[config.mk]
export PLATFORM = sky130hd
export DESIGN_NAME = low_side_supervisor_mode_control
export DESIGN_NICKNAME = d
export VERILOG_FILES = /design/src/rtl/supervisor_pkg.sv /design/src/rtl/low_side_supervisor_mode_control.sv
export VERILOG_INCLUDE_DIRS = /design/src /design/src/rtl
export SDC_FILE = /design/constraint.sdc
export NUM_CORES = 1
export LEC_CHECK = 0
export ABC_AREA = 1
export BUFFER_PORTS_ARGS = -buffer_cell sky130_fd_sc_hd__buf_2
export CORE_MARGIN = 2
export CORE_UTILIZATION = 30
export DETAILED_ROUTE_END_ITERATION = 8
export GPL_TIMING_DRIVEN = 0
export SETUP_SLACK_MARGIN = 0.02
export SLEW_MARGIN = 20
export SYNTH_ARGS = -nofsm -noshare
export SYNTH_HDL_FRONTEND = slang
export SYNTH_SLANG_ARGS = --single-unit
[constraint.sdc]
create_clock -name aclk -period 2.2 [get_ports aclk]
set_clock_uncertainty 0.05 [all_clocks]
set_input_delay 0 -clock aclk [delete_from_list [all_inputs] [get_ports aclk]]
set_output_delay 0 -clock aclk [all_outputs]
set_load 0.05 [all_outputs]
[src/rtl/supervisor_params.svh]
`ifndef SUPERVISOR_PARAMS_SVH
`define SUPERVISOR_PARAMS_SVH

// register byte offsets
`define ADDR_LOW_CTL      12'h000
`define ADDR_HIGH_CTL     12'h004
`define ADDR_FLAGS        12'h008
`define ADDR_POWER        12'h00C
`define ADDR_STATE        12'h010

// low-side control fields
`define LO_SUP_EN_BIT     0
`define LO_SUP_KEEP_BIT   1
`define LO_SUP_FAST_BIT   2
`define LO_MON_EN_BIT     3
`define LO_MON_FAST_BIT   4
`define LO_AUTO_BIT       5
// high-side control fields
`define HI_SUP_EN_BIT     0
`define HI_SUP_KEEP_BIT   1
`define HI_SUP_FAST_BIT   2
`define HI_MON_EN_BIT     3
`define HI_MON_FAST_BIT   4
`define HI_AUTO_BIT       5
// power register fields
`define PW_LPM_BIT        0
`define PW_LEVEL_LSB      1
`define PW_LEVEL_MSB      2

`define LO_CTL_RESET      6'h05
`define HI_CTL_RESET      6'h05

// timing, in nanoseconds at a 100 ns clock
`define CLK_PERIOD_NS     100
`define SETTLE_FAST_NS    2000
`define SETTLE_SLOW_NS    150000
`define WAKE_FAST_NS      2000
`define WAKE_SLOW_NS      150000
`define SETTLE_FAST_CYC   (`SETTLE_FAST_NS / `CLK_PERIOD_NS)
`define SETTLE_SLOW_CYC   (`SETTLE_SLOW_NS / `CLK_PERIOD_NS)
`define WAKE_FAST_CYC     (`WAKE_FAST_NS / `CLK_PERIOD_NS)
`define WAKE_SLOW_CYC     (`WAKE_SLOW_NS / `CLK_PERIOD_NS)
`define HAZARD_NS         1000
`define HAZARD_CYC        (`HAZARD_NS / `CLK_PERIOD_NS)

`define RESP_OKAY         2'h0
`define RESP_SLVERR       2'h2

`endif

[src/rtl/supervisor_pkg.sv]
package supervisor_pkg;

  // comparator operating state
  typedef enum logic [2:0] {
    UNIT_OFF    = 3'b001,
    UNIT_NORMAL = 3'b010,
    UNIT_FULL   = 3'b100
  } unit_state_e;

  // power sequencing state
  typedef enum logic [3:0] {
    PW_ACTIVE = 4'b0001,
    PW_SLEEP  = 4'b0010,
    PW_WAKE   = 4'b0100,
    PW_STUCK  = 4'b1000
  } power_state_e;

  typedef logic [15:0] count_t;

endpackage

[src/rtl/low_side_supervisor_mode_control.sv]
// Function
// - full-speed low supervisor gives about 2 us settling after configuration change.
// - core below requested level when settling ends causes device reset.
// - normal speed before raising core level gives about 150 us settling.
// - deep wake-up fast if low supervisor off or full speed, else slow.
// - active and modes 0/1: off when disabled, else normal or full speed.
// - deep modes: manual keeps state if keep bit; auto normal only if keep and fast.
// - high monitor deep modes: manual keeps state; auto off or normal if fast.
//
// The address map and the AXI4-Lite slave port were left to the implementer.
`timescale 1ns/1ps
`include "supervisor_params.svh"

module low_side_supervisor_mode_control
(
  // clock and reset
  input  wire logic        aclk,
  input  wire logic        aresetn,
  // axi4-lite write address
  input  wire logic [11:0] s_axi_awaddr,
  input  wire logic        s_axi_awvalid,
  output logic             s_axi_awready,
  // axi4-lite write data
  input  wire logic [31:0] s_axi_wdata,
  input  wire logic [3:0]  s_axi_wstrb,
  input  wire logic        s_axi_wvalid,
  output logic             s_axi_wready,
  // axi4-lite write response
  output logic [1:0]       s_axi_bresp,
  output logic             s_axi_bvalid,
  input  wire logic        s_axi_bready,
  // axi4-lite read address
  input  wire logic [11:0] s_axi_araddr,
  input  wire logic        s_axi_arvalid,
  output logic             s_axi_arready,
  // axi4-lite read data
  output logic [31:0]      s_axi_rdata,
  output logic [1:0]       s_axi_rresp,
  output logic             s_axi_rvalid,
  input  wire logic        s_axi_rready,
  // power unit side
  input  wire logic        core_level_reached,
  input  wire logic        wake_event,
  input  wire logic        external_reset,
  input  wire logic        watchdog_timer_reset,
  output logic             device_reset_req,
  output logic             cpu_hold,
  output logic [2:0]       low_supervisor_state,
  output logic [2:0]       low_monitor_state,
  output logic [2:0]       high_monitor_state
);

  // state decode for the three comparators
  function automatic logic [2:0] unit_state(input logic en, input logic fast,
                                            input logic deep, input logic keep_sel,
                                            input logic auto_normal);
    logic [2:0] active_st;
    active_st = !en ? supervisor_pkg::UNIT_OFF
                    : (fast ? supervisor_pkg::UNIT_FULL : supervisor_pkg::UNIT_NORMAL);
    if (!deep)
      unit_state = active_st;
    else if (keep_sel)
      unit_state = active_st;
    else if (en && auto_normal)
      unit_state = supervisor_pkg::UNIT_NORMAL;
    else
      unit_state = supervisor_pkg::UNIT_OFF;
  endfunction

  // registers
  logic [5:0]                  low_ctl_q;
  logic [5:0]                  high_ctl_q;
  logic                        low_settle_pending_flag_q;
  logic                        high_settle_pending_flag_q;
  logic                        lpm_req_q;
  logic [1:0]                  core_level_q;
  supervisor_pkg::count_t      low_cnt_q;
  supervisor_pkg::count_t      high_cnt_q;
  supervisor_pkg::count_t      wake_cnt_q;
  supervisor_pkg::count_t      hazard_cnt_q;
  supervisor_pkg::power_state_e pw_q;
  logic                        aw_hold_q;
  logic                        w_hold_q;
  logic [11:0]                 awaddr_q;
  logic [31:0]                 wdata_q;
  logic [3:0]                  wstrb_q;
  logic                        unit_reset_q;

  // control field views
  wire lo_en      = low_ctl_q[`LO_SUP_EN_BIT];
  wire lo_keep    = low_ctl_q[`LO_SUP_KEEP_BIT];
  wire lo_fast    = low_ctl_q[`LO_SUP_FAST_BIT];
  wire lo_mon_en  = low_ctl_q[`LO_MON_EN_BIT];
  wire lo_mon_fst = low_ctl_q[`LO_MON_FAST_BIT];
  wire lo_auto    = low_ctl_q[`LO_AUTO_BIT];
  wire hi_mon_en  = high_ctl_q[`HI_MON_EN_BIT];
  wire hi_mon_fst = high_ctl_q[`HI_MON_FAST_BIT];
  wire hi_auto    = high_ctl_q[`HI_AUTO_BIT];
  wire deep       = (pw_q == supervisor_pkg::PW_SLEEP) || (pw_q == supervisor_pkg::PW_STUCK);

  // write channel: address and data taken independently, in either order
  wire        aw_have   = aw_hold_q || s_axi_awvalid;
  wire        w_have    = w_hold_q || s_axi_wvalid;
  wire        wr_fire   = aw_have && w_have && !s_axi_bvalid;
  wire [11:0] wr_addr   = aw_hold_q ? awaddr_q : s_axi_awaddr;
  wire [31:0] wr_data   = w_hold_q ? wdata_q : s_axi_wdata;
  wire [3:0]  wr_strb   = w_hold_q ? wstrb_q : s_axi_wstrb;
  wire        wr_low    = wr_fire && wr_addr == `ADDR_LOW_CTL;
  wire        wr_high   = wr_fire && wr_addr == `ADDR_HIGH_CTL;
  wire        wr_power  = wr_fire && wr_addr == `ADDR_POWER;
  wire        wr_ro     = wr_fire && (wr_addr == `ADDR_FLAGS || wr_addr == `ADDR_STATE);
  wire        wr_ok     = wr_low || wr_high || wr_power || wr_ro;
  wire        wr_b0     = wr_strb[0];

  // normal speed gives the long settle
  wire supervisor_pkg::count_t low_settle_len =
    lo_fast ? 16'(`SETTLE_FAST_CYC) : 16'(`SETTLE_SLOW_CYC);
  wire supervisor_pkg::count_t high_settle_len =
    high_ctl_q[`HI_SUP_FAST_BIT] ? 16'(`SETTLE_FAST_CYC) : 16'(`SETTLE_SLOW_CYC);
  wire [5:0] low_next  = wr_data[5:0];
  wire       low_next_fast = low_next[`LO_SUP_FAST_BIT];
  wire [5:0] high_next = wr_data[5:0];
  wire       high_next_fast = high_next[`HI_SUP_FAST_BIT];

  // wake timing from the low supervisor setting
  wire slow_wake = lo_en && !lo_fast;
  wire supervisor_pkg::count_t wake_len =
    slow_wake ? 16'(`WAKE_SLOW_CYC) : 16'(`WAKE_FAST_CYC);

  // settle expiry with core short of its target
  wire low_expire   = low_settle_pending_flag_q && low_cnt_q == 16'h0001;
  wire core_fail    = low_expire && !core_level_reached;

  // power sequencing
  wire       sleep_req   = lpm_req_q;
  wire       hazard_hit  = (pw_q == supervisor_pkg::PW_SLEEP) && wake_event
                           && hazard_cnt_q != 16'h0000 && !slow_wake;
  // recovery sources for the stuck condition
  wire       recover     = external_reset || watchdog_timer_reset;

  // read mux
  wire [31:0] rd_low   = {26'h000_0000, low_ctl_q};
  wire [31:0] rd_high  = {26'h000_0000, high_ctl_q};
  wire [31:0] rd_flags = {30'h0000_0000, high_settle_pending_flag_q, low_settle_pending_flag_q};
  wire [31:0] rd_power = {29'h0000_0000, core_level_q, lpm_req_q};
  wire [31:0] rd_state = {19'h0_0000, pw_q, low_supervisor_state, low_monitor_state,
                          high_monitor_state};
  wire        rd_hit   = s_axi_araddr == `ADDR_LOW_CTL || s_axi_araddr == `ADDR_HIGH_CTL ||
                         s_axi_araddr == `ADDR_FLAGS || s_axi_araddr == `ADDR_POWER ||
                         s_axi_araddr == `ADDR_STATE;
  wire [31:0] rd_val   = s_axi_araddr == `ADDR_LOW_CTL  ? rd_low   :
                         s_axi_araddr == `ADDR_HIGH_CTL ? rd_high  :
                         s_axi_araddr == `ADDR_FLAGS    ? rd_flags :
                         s_axi_araddr == `ADDR_POWER    ? rd_power :
                         s_axi_araddr == `ADDR_STATE    ? rd_state : 32'h0000_0000;
  wire        rd_fire  = s_axi_arvalid && s_axi_arready;

  wire [2:0] lsup_d = unit_state(lo_en, lo_fast, deep, !lo_auto && lo_keep,
                                 lo_auto && lo_keep && lo_fast);
  // low monitor follows the high monitor mapping, without the keep bit
  wire [2:0] lmon_d = unit_state(lo_mon_en, lo_mon_fst, deep, !lo_auto,
                                 lo_auto && lo_mon_fst);
  wire [2:0] hmon_d = unit_state(hi_mon_en, hi_mon_fst, deep, !hi_auto,
                                 hi_auto && hi_mon_fst);

  // bus handshake
  always_ff @(posedge aclk)
  begin
    if (!aresetn)
    begin
      aw_hold_q     <= 1'b0;
      w_hold_q      <= 1'b0;
      awaddr_q      <= 12'h000;
      wdata_q       <= 32'h0000_0000;
      wstrb_q       <= 4'h0;
      s_axi_awready <= 1'b1;
      s_axi_wready  <= 1'b1;
      s_axi_bvalid  <= 1'b0;
      s_axi_bresp   <= `RESP_OKAY;
    end
    else
    begin
      if (s_axi_awvalid && s_axi_awready && !wr_fire)
      begin
        aw_hold_q     <= 1'b1;
        awaddr_q      <= s_axi_awaddr;
        s_axi_awready <= 1'b0;
      end
      if (s_axi_wvalid && s_axi_wready && !wr_fire)
      begin
        w_hold_q     <= 1'b1;
        wdata_q      <= s_axi_wdata;
        wstrb_q      <= s_axi_wstrb;
        s_axi_wready <= 1'b0;
      end
      if (wr_fire)
      begin
        aw_hold_q     <= 1'b0;
        w_hold_q      <= 1'b0;
        s_axi_awready <= 1'b0;
        s_axi_wready  <= 1'b0;
        s_axi_bvalid  <= 1'b1;
        s_axi_bresp   <= wr_ok ? `RESP_OKAY : `RESP_SLVERR;
      end
      else if (s_axi_bvalid && s_axi_bready)
      begin
        s_axi_bvalid  <= 1'b0;
        s_axi_awready <= 1'b1;
        s_axi_wready  <= 1'b1;
      end
    end
  end

  // read channel, one cycle to answer
  always_ff @(posedge aclk)
  begin
    if (!aresetn)
    begin
      s_axi_arready <= 1'b1;
      s_axi_rvalid  <= 1'b0;
      s_axi_rdata   <= 32'h0000_0000;
      s_axi_rresp   <= `RESP_OKAY;
    end
    else if (rd_fire)
    begin
      s_axi_arready <= 1'b0;
      s_axi_rvalid  <= 1'b1;
      s_axi_rdata   <= rd_val;
      s_axi_rresp   <= rd_hit ? `RESP_OKAY : `RESP_SLVERR;
    end
    else if (s_axi_rvalid && s_axi_rready)
    begin
      s_axi_rvalid  <= 1'b0;
      s_axi_arready <= 1'b1;
    end
  end

  // control registers; only byte lane 0 carries fields
  always_ff @(posedge aclk)
  begin
    if (!aresetn)
    begin
      low_ctl_q    <= `LO_CTL_RESET;
      high_ctl_q   <= `HI_CTL_RESET;
      lpm_req_q    <= 1'b0;
      core_level_q <= 2'h0;
    end
    else
    begin
      if (wr_low && wr_b0)
        low_ctl_q <= low_next;
      if (wr_high && wr_b0)
        high_ctl_q <= high_next;
      if (wr_power && wr_b0)
      begin
        lpm_req_q    <= wr_data[`PW_LPM_BIT];
        core_level_q <= wr_data[`PW_LEVEL_MSB:`PW_LEVEL_LSB];
      end
      // wake completion or stuck recovery drops request
      // else the recovered core would fall straight back into sleep
      else if ((pw_q == supervisor_pkg::PW_WAKE && wake_cnt_q == 16'h0001)
               || (pw_q == supervisor_pkg::PW_STUCK && recover))
        lpm_req_q <= 1'b0;
    end
  end

  // settle flags: a new write restarts the delay, so set wins over expiry
  always_ff @(posedge aclk)
  begin
    if (!aresetn)
    begin
      low_settle_pending_flag_q  <= 1'b0;
      high_settle_pending_flag_q <= 1'b0;
      low_cnt_q                  <= 16'h0000;
      high_cnt_q                 <= 16'h0000;
    end
    else
    begin
      if (wr_low && wr_b0)
      begin
        low_settle_pending_flag_q <= 1'b1;
        low_cnt_q <= low_next_fast ? 16'(`SETTLE_FAST_CYC) : 16'(`SETTLE_SLOW_CYC);
      end
      else if (wr_power && wr_b0 && wr_data[`PW_LEVEL_MSB:`PW_LEVEL_LSB] != core_level_q)
      begin
        low_settle_pending_flag_q <= 1'b1;
        low_cnt_q                 <= low_settle_len;
      end
      else if (low_settle_pending_flag_q)
      begin
        low_cnt_q <= low_cnt_q - 16'h0001;
        if (low_cnt_q == 16'h0001)
          low_settle_pending_flag_q <= 1'b0;
      end
      if (wr_high && wr_b0)
      begin
        high_settle_pending_flag_q <= 1'b1;
        high_cnt_q <= high_next_fast ? 16'(`SETTLE_FAST_CYC) : 16'(`SETTLE_SLOW_CYC);
      end
      else if (high_settle_pending_flag_q)
      begin
        high_cnt_q <= high_cnt_q - 16'h0001;
        if (high_cnt_q == 16'h0001)
          high_settle_pending_flag_q <= 1'b0;
      end
    end
  end

  // power sequencing; the stuck state models the wake hazard and only reset clears it
  always_ff @(posedge aclk)
  begin
    if (!aresetn)
    begin
      pw_q         <= supervisor_pkg::PW_ACTIVE;
      wake_cnt_q   <= 16'h0000;
      hazard_cnt_q <= 16'h0000;
      cpu_hold     <= 1'b0;
      unit_reset_q <= 1'b0;
    end
    else
    begin
      unit_reset_q <= core_fail;
      unique case (pw_q)
        supervisor_pkg::PW_ACTIVE:
          if (sleep_req)
          begin
            pw_q         <= supervisor_pkg::PW_SLEEP;
            hazard_cnt_q <= 16'(`HAZARD_CYC);
            cpu_hold     <= 1'b1;
          end
        supervisor_pkg::PW_SLEEP:
        begin
          if (hazard_cnt_q != 16'h0000)
            hazard_cnt_q <= hazard_cnt_q - 16'h0001;
          if (hazard_hit)
            pw_q <= supervisor_pkg::PW_STUCK;
          else if (wake_event)
          begin
            pw_q       <= supervisor_pkg::PW_WAKE;
            wake_cnt_q <= wake_len;
          end
        end
        supervisor_pkg::PW_WAKE:
        begin
          wake_cnt_q <= wake_cnt_q - 16'h0001;
          if (wake_cnt_q == 16'h0001)
          begin
            pw_q     <= supervisor_pkg::PW_ACTIVE;
            cpu_hold <= 1'b0;
          end
        end
        supervisor_pkg::PW_STUCK:
          // leave stuck only on a recovery source
          if (recover)
          begin
            pw_q     <= supervisor_pkg::PW_ACTIVE;
            cpu_hold <= 1'b0;
          end
      endcase
    end
  end

  // registered comparator states and reset request
  always_ff @(posedge aclk)
  begin
    if (!aresetn)
    begin
      low_supervisor_state <= supervisor_pkg::UNIT_OFF;
      low_monitor_state    <= supervisor_pkg::UNIT_OFF;
      high_monitor_state   <= supervisor_pkg::UNIT_OFF;
      device_reset_req     <= 1'b0;
    end
    else
    begin
      low_supervisor_state <= lsup_d;
      low_monitor_state    <= lmon_d;
      high_monitor_state   <= hmon_d;
      // device reset on failed core rise or on a recovery source leaving stuck
      device_reset_req     <= unit_reset_q || (pw_q == supervisor_pkg::PW_STUCK && recover);
    end
  end

endmodule

==> results of run 1 <==
cells in the final DEF, fill, tap and decap left out, types with 5 or more instances in the layout:
| cell | n |
|---|---|
| nand3_1 | 53 |
| nor3_1 | 21 |
| or2_2 | 8 |
| nor4_1 | 5 |
| buf_2 | 74 |
| a21oi_2 | 5 |
| o211ai_1 | 10 |
| clkbuf_16 | 17 |
| dlygate4sd3_1 | 30 |
| ha_1 | 7 |
| nand3b_1 | 5 |
| xor2_1 | 19 |
| buf_4 | 22 |
| conb_1 | 21 |
| nor2_1 | 171 |
| nand2_2 | 7 |
| dfxtp_1 | 138 |
| o21ai_0 | 71 |
| nand4_1 | 13 |
| clkbuf_1 | 15 |
| xnor2_1 | 12 |
| inv_2 | 5 |
| a21oi_1 | 86 |
| inv_1 | 104 |
| nand2_1 | 238 |
layout make-up:
cell class              instances  area (um2)
plain buffers                  49       321.6
clock buffers                  20       456.7
clock inverters                11       167.7
fillers                      2505       14570
inverters                     112       429.2
multi-input cells             790        3852
flip-flops and latches        138        2763
well taps                     319       399.1
repair buffers                101       655.6
cell families after synthesis:
family / share of synthesized area (%)
other: 0.05154
flip-flops: 37.97
buffers and inverters: 10.21
AND/OR/NAND/NOR: 32.71
AO/OA/AOI/OAI: 14.12
adder cells (fa/ha/maj): 1.204
XOR/XNOR: 3.732
cells in the mapped netlist, types with 12 or more instances:
library cell | number | share of area [%]
xor2_1 | 19 | 2.3
nand2_1 | 241 | 12
inv_1 | 104 | 5.4
xnor2_1 | 12 | 1.4
nand4_1 | 13 | 1.1
nor2_1 | 171 | 8.8
nand3_1 | 53 | 3.6
dfxtp_1 | 138 | 38
a21oi_1 | 86 | 5.9
nor3_1 | 21 | 1.4
clkbuf_1 | 15 | 0.77
buf_4 | 22 | 2.3
o21ai_0 | 71 | 4.9
worst min path at each step:
stage / from / endpoint / slack, ns
6_report: aresetn / high_cnt_q[0] / 0.008
5_1_grt: aresetn / high_cnt_q[0] / 0.04
4_1_cts: s_axi_wvalid / w_hold_q / 0.009
3_5_place_dp: core_level_reached / unit_reset_q / 0.18
3_3_place_gp: core_level_reached / unit_reset_q / 0.18
2_1_floorplan: core_level_reached / unit_reset_q / 0.03
where the power goes:
part / internal, W / switching (W)
combinational: 0.000377 / 0.000742
clock: 0.00195 / 0.00111
sequential: 0.00258 / 0.0000528
routing by layer:
metal	share of wire [%]	track usage [%]	up-vias
met1	49	20.59	3196
met4	2.0	5.909	0
li1	-	-	3694
met3	4.5	3.429	27
met2	44	23.49	153
met5	0	0	-
worst min-delay path: stages:
cell and delay [ns]:
buf_6 0.12, nand2_1 0.26, nor2_1 0.06
registers in the layout (all words and copies together) (netlist names), 12 cells and up:
signal and cells:
awaddr_q 12, hazard_cnt_q 16, wake_cnt_q 16, low_cnt_q 16, high_cnt_q 16, s_axi_rdata 13
repair_timing:
action / in CTS / in global routing
setup buffers: 0 / 0
endpoints found under the setup margin: 10 / 20
gates resized for setup: 1 / 7
pin swaps: 0 / 1
hold buffers: 30 / 0
endpoints found under the hold margin: 35 / 0
per-stage QoR:
step                hold slack [ns]  setup WS (ns)  util, %  cells  power (W)
floorplan                   0.02848         0.3854        -   1089   0.003506
global placement             0.1784       0.003791    34.33   1479   0.003754
detailed placement           0.1795        0.02521    34.33   1479   0.003755
CTS                        0.008795        0.09606    38.25   1540   0.006859
global route                0.03849        0.02687    38.31   1540   0.007117
finish                     0.007699         0.1982    38.31   1540   0.006814
==> metrics, run 1 <==
TritonCTS Sinks=138; CTS tree=built; initial antenna violation count=0; Max-Slew Margin vs Limit=47.11%; CP Depth=11; placed instance area=0.008105 mm2; crit path launch type=register; # IOs=123; R2R setup slack=0.20 ns; crit share post-route=90.99%; EDFF count, synth=0; full die area=0.02551 mm2; min-delay worst type=in2reg; reg2reg start=hazard_cnt_q[0]; Max clock buf depth=2; Routed Antenna Nets=0; area delta synth->final=24.32%; Fin. Hold Viols=0; GRT Residual Overflow=0; synthesized cell area=0.007276 mm2; worst path required time=2.50 ns; # H-tree levels=4; number of buffers and inverters on the critical path=4; top_reg_cell synth=dfxtp_1; Peak Freq=499.5 MHz; hold path cells=3; Worst Max-Slew Pin Slew=0.7934 ns; vias in the first global route=6393; Mean Syn Cell Area=6.806 um2; Clock Latency Late Sink=0.42 ns; DRT Pass-1 Iters=7; Final nets=1287; max_cap viols=0; Setup crit end kind=register; DRT iter0 DRCs=441; worst ir drop on vdd=461.6 uV; crit path DAT=2.30 ns; post-synth cell types=51; hpwl dp=14.32 mm; largest net degree at the start of global routing=17; RSZ-0062 raised after global routing=false; worst-path cell chain=inv_1 -> ha_1 -> nand2_2 -> inv_1 -> nand3_1 -> o21ai_2 -> inv_2 -> nand2_4 -> buf_6 -> nand2_1 -> a21oi_1; Yosys reg bits=138; Syn Inst Count=1069; IO Port Bufs=71; Tot GR Track Use=15.20%; Crit. Startpoint=hazard_cnt_q[0]; Avg WL per Cell=12.34 um; first-pass GRT wire length=31.76 mm; worst stage delay on the critical path=0.34 ns; Fin Setup TNS=0 ns; Die Span Y=159.7 um; r2r endpoint=hazard_cnt_q[15]; DRC viols=0; Ys Warns=0; CP dominant cell by count=inv_1; CP Max Fanout=10; initial core utilization=30.81%; layout cells sized above 1=14.99%; R2R cell count=11; design area=0.009045 mm2; clk slew on worst S/H paths=0.06 ns; core area=0.02361 mm2; PwrDens=753.4 mW/mm2; CTS root buf=clkbuf_16; static leakage=4.159 nW; status=complete, no violations; TritonCTS Buffers=17; Final Slew Violations=0; Max stage delay cell, worst path=dfxtp_1; GP Congestion=0.8954; end point of the critical path=hazard_cnt_q[15]; Vias/cell=4.591; Vias=7070; Top delay family on crit path=buffers and inverters; Setup-failing EPs final=0; Post-synth ARST share=0%; Routed WL=19.00 mm; diode count=0; row count=56; sequential share of the synthesized area=37.97%; Crit Path Class=reg2reg; Final min period=2.002 ns; die width=159.7 um
Power figures use the tool's default switching activity.
==> run 2: changes to the inputs <==
- MAX_ROUTING_LAYER: default -> met4
- REMOVE_ABC_BUFFERS: default -> 1
==> run 2 against run 1 <==
Non-clock buffer count is 49 lower. Flip-flop and latch count unchanged. Fmax shrank 0.35%. Power is 2.3% lower. Combinational power is 8% lower. Via count shrank 3.8%. Register-to-register slack is essentially flat. Sequential share of layout area grew 1.1 points. Hold slack improved by 0.018 ns. First-iteration DRC count is 16% lower. Setup slack got worse by 0.0070 ns. Critical endpoint is now wake_cnt_q[7].
==> metrics, run 2 (synthesized netlist as in run 1, its figures left out) <==
row count=56 (unchanged); CP Max Fanout=14 (+4); Vias=6804 (-3.8%); layout cells sized above 1=13.30% (-1.7 points); R2R cell count=11 (unchanged); status=complete, no violations; sw power=0.001903 W (about the same); area of the multi-input gates=0.003861 mm2 (+0.23%); crit path launch type=register; Fin. Hold Viols=0 (unchanged); RSZ-0062 raised after global routing=true; core area=0.02361 mm2 (unchanged); GRT Residual Overflow=0 (unchanged); sequential cell area=0.002768 mm2 (+0.18%); Clock power frac=44.8% (about the same); crit share post-route=91.31% (+0.32 points); DRT Pass-1 Iters=4 (-3); CTS root buf=clkbuf_16; Vias/cell=4.557 (-0.73%); DRT iter0 DRCs=371 (-16%); Crit Path Class=reg2reg; IO Port Bufs=72 (+1.4%); max_cap viols=0 (unchanged); # IOs=123 (unchanged); DRC viols=0 (unchanged); CTS tree=built; TritonCTS Buffers=17 (unchanged); Tot GR Track Use=15.06% (-0.14 points); Routed WL=18.39 mm (-3.2%); worst ir drop on vdd=500.8 uV (+8.5%); hpwl dp=13.15 mm (-8.2%); sequential power share=39.8% (+1.1 points); # H-tree levels=4 (unchanged); vias in the first global route=6372 (-0.33%); most common cell after layout, fill and taps aside=nand2_1; fin util=36.99% (-1.3 points); area delta synth->final=20.05%; TritonCTS Sinks=138 (unchanged); Die Span Y=159.7 um (unchanged); Setup-failing EPs final=0 (unchanged); clk slew on worst S/H paths=0.06 ns (about the same); initial core utilization=30.81% (unchanged); # fillers=2530 (+1.0%); GP Congestion=0.8326 (-7.0%); Max clock buf depth=2 (unchanged); worst path required time=2.42 ns (-0.08 ns); hold path cells=2 (-1); Worst Max-Slew Pin Slew=0.7456 ns (-0.04783 ns); sw frac=28.58% (+0.65 points); combinational power share=15.5% (-0.9 points); most frequent cells in the layout=240 x nand2_1, 171 x nor2_1, 136 x dfxtp_1, 103 x inv_1, 86 x a21oi_1; Final nets=1238 (-3.8%); die width=159.7 um (unchanged); full die area=0.02551 mm2 (unchanged); non-filler cells in the finished layout=1493 (-3.1%); final total power=0.006658 W (-2.3%); Final Slew Violations=0 (unchanged); first-pass GRT wire length=30.50 mm (-4.0%); PwrDens=762.2 mW/mm2 (+1.2%); Pint=0.004755 W (-3.2%); Place WS=-0.2075 ns (-0.2327 ns); Final WS setup=0.1912 ns (-0.006960 ns); Max-Slew Margin vs Limit=50.18% (+3.1 points); static leakage=3.952 nW (-5.0%); crit path DAT=2.23 ns (-0.07 ns); largest net degree at the start of global routing=63 (+46); Final min period=2.009 ns (+0.006960 ns); min-delay worst type=in2reg; Avg WL per Cell=12.32 um (-0.18%); Routed Antenna Nets=0 (unchanged); Clock Latency Late Sink=0.42 ns (about the same); Setup crit end kind=register; Peak Freq=497.8 MHz (-0.35%); initial antenna violation count=1 (+1); Cell Count Post-Placement=1431 (-3.2%)
[run 2: power groups by stage]
stage / Combinational [W] / Sequential [W] / Clock, W
after global routing: 0.00116 / 0.00266 / 0.00317
final: 0.00103 / 0.00265 / 0.00298
after floorplan: 0.000681 / 0.00276 / 0
after CTS: 0.00103 / 0.00265 / 0.00306
after global placement: 0.000979 / 0.00270 / 0
after detailed placement: 0.000987 / 0.00270 / 0
[run 2: worst paths after layout]
kind | from | end | slack [ns]
setup / recovery | hazard_cnt_q[0] | wake_cnt_q[7] | 0.19
hold reg to reg | high_ctl_q[3] | high_monitor_state[0] | 0.38
setup reg to reg | hazard_cnt_q[0] | wake_cnt_q[7] | 0.19
hold / removal | aresetn | s_axi_arready | 0.03
[run 2: timing repair]
action                                  4_1_cts  5_1_grt
hold buffers                                 27        0
hold endpoints to repair                     31        0
setup buffers                                 0        2
cloned                                        0        0
pin swaps                                     0        1
gates resized for setup                       5        4
endpoints found under the setup margin       24       31
[run 2: layout make-up]
cell class / count / area share, %
multi-input combinational: 790 / 44.21
clock buffer: 19 / 5.185
tap: 319 / 4.570
clock inverter: 13 / 1.919
timing repair buffer: 101 / 7.420
antenna: 1 / 0.02865
inverter: 112 / 4.985
sequential: 138 / 31.69
[run 2: critical path, stage by stage (launching register included)]
cell     delay (ns)
dfxtp_1        0.33
inv_1          0.10
ha_1           0.22
nand2_1        0.15
inv_1          0.12
nand3_1        0.15
nand2_1        0.12
nand2_1        0.09
nand2_2        0.24
o21ai_0        0.15
nand2_1        0.08
a21oi_1        0.05
[run 2: per-layer routing]
layer	GRT usage, %	share of wire [%]
met1	18.36	47
met2	24.52	47
met3	3.429	3.6
met4	5.124	1.9
met5	-	0
[run 2: through the flow]
| step | hold slack, ns | TNS (ns) | cell area [um2] |
|---|---|---|---|
| global route | 0.03155 | -0.06115 | 8735 |
| detailed placement | 0.1613 | -4.020 | 7797 |
| CTS | 0.02312 | 0 | 8700 |
| floorplan | 0.01892 | 0 | 7036 |
| global placement | 0.1609 | -39.62 | 7795 |
| finish | 0.02619 | 0 | 8735 |
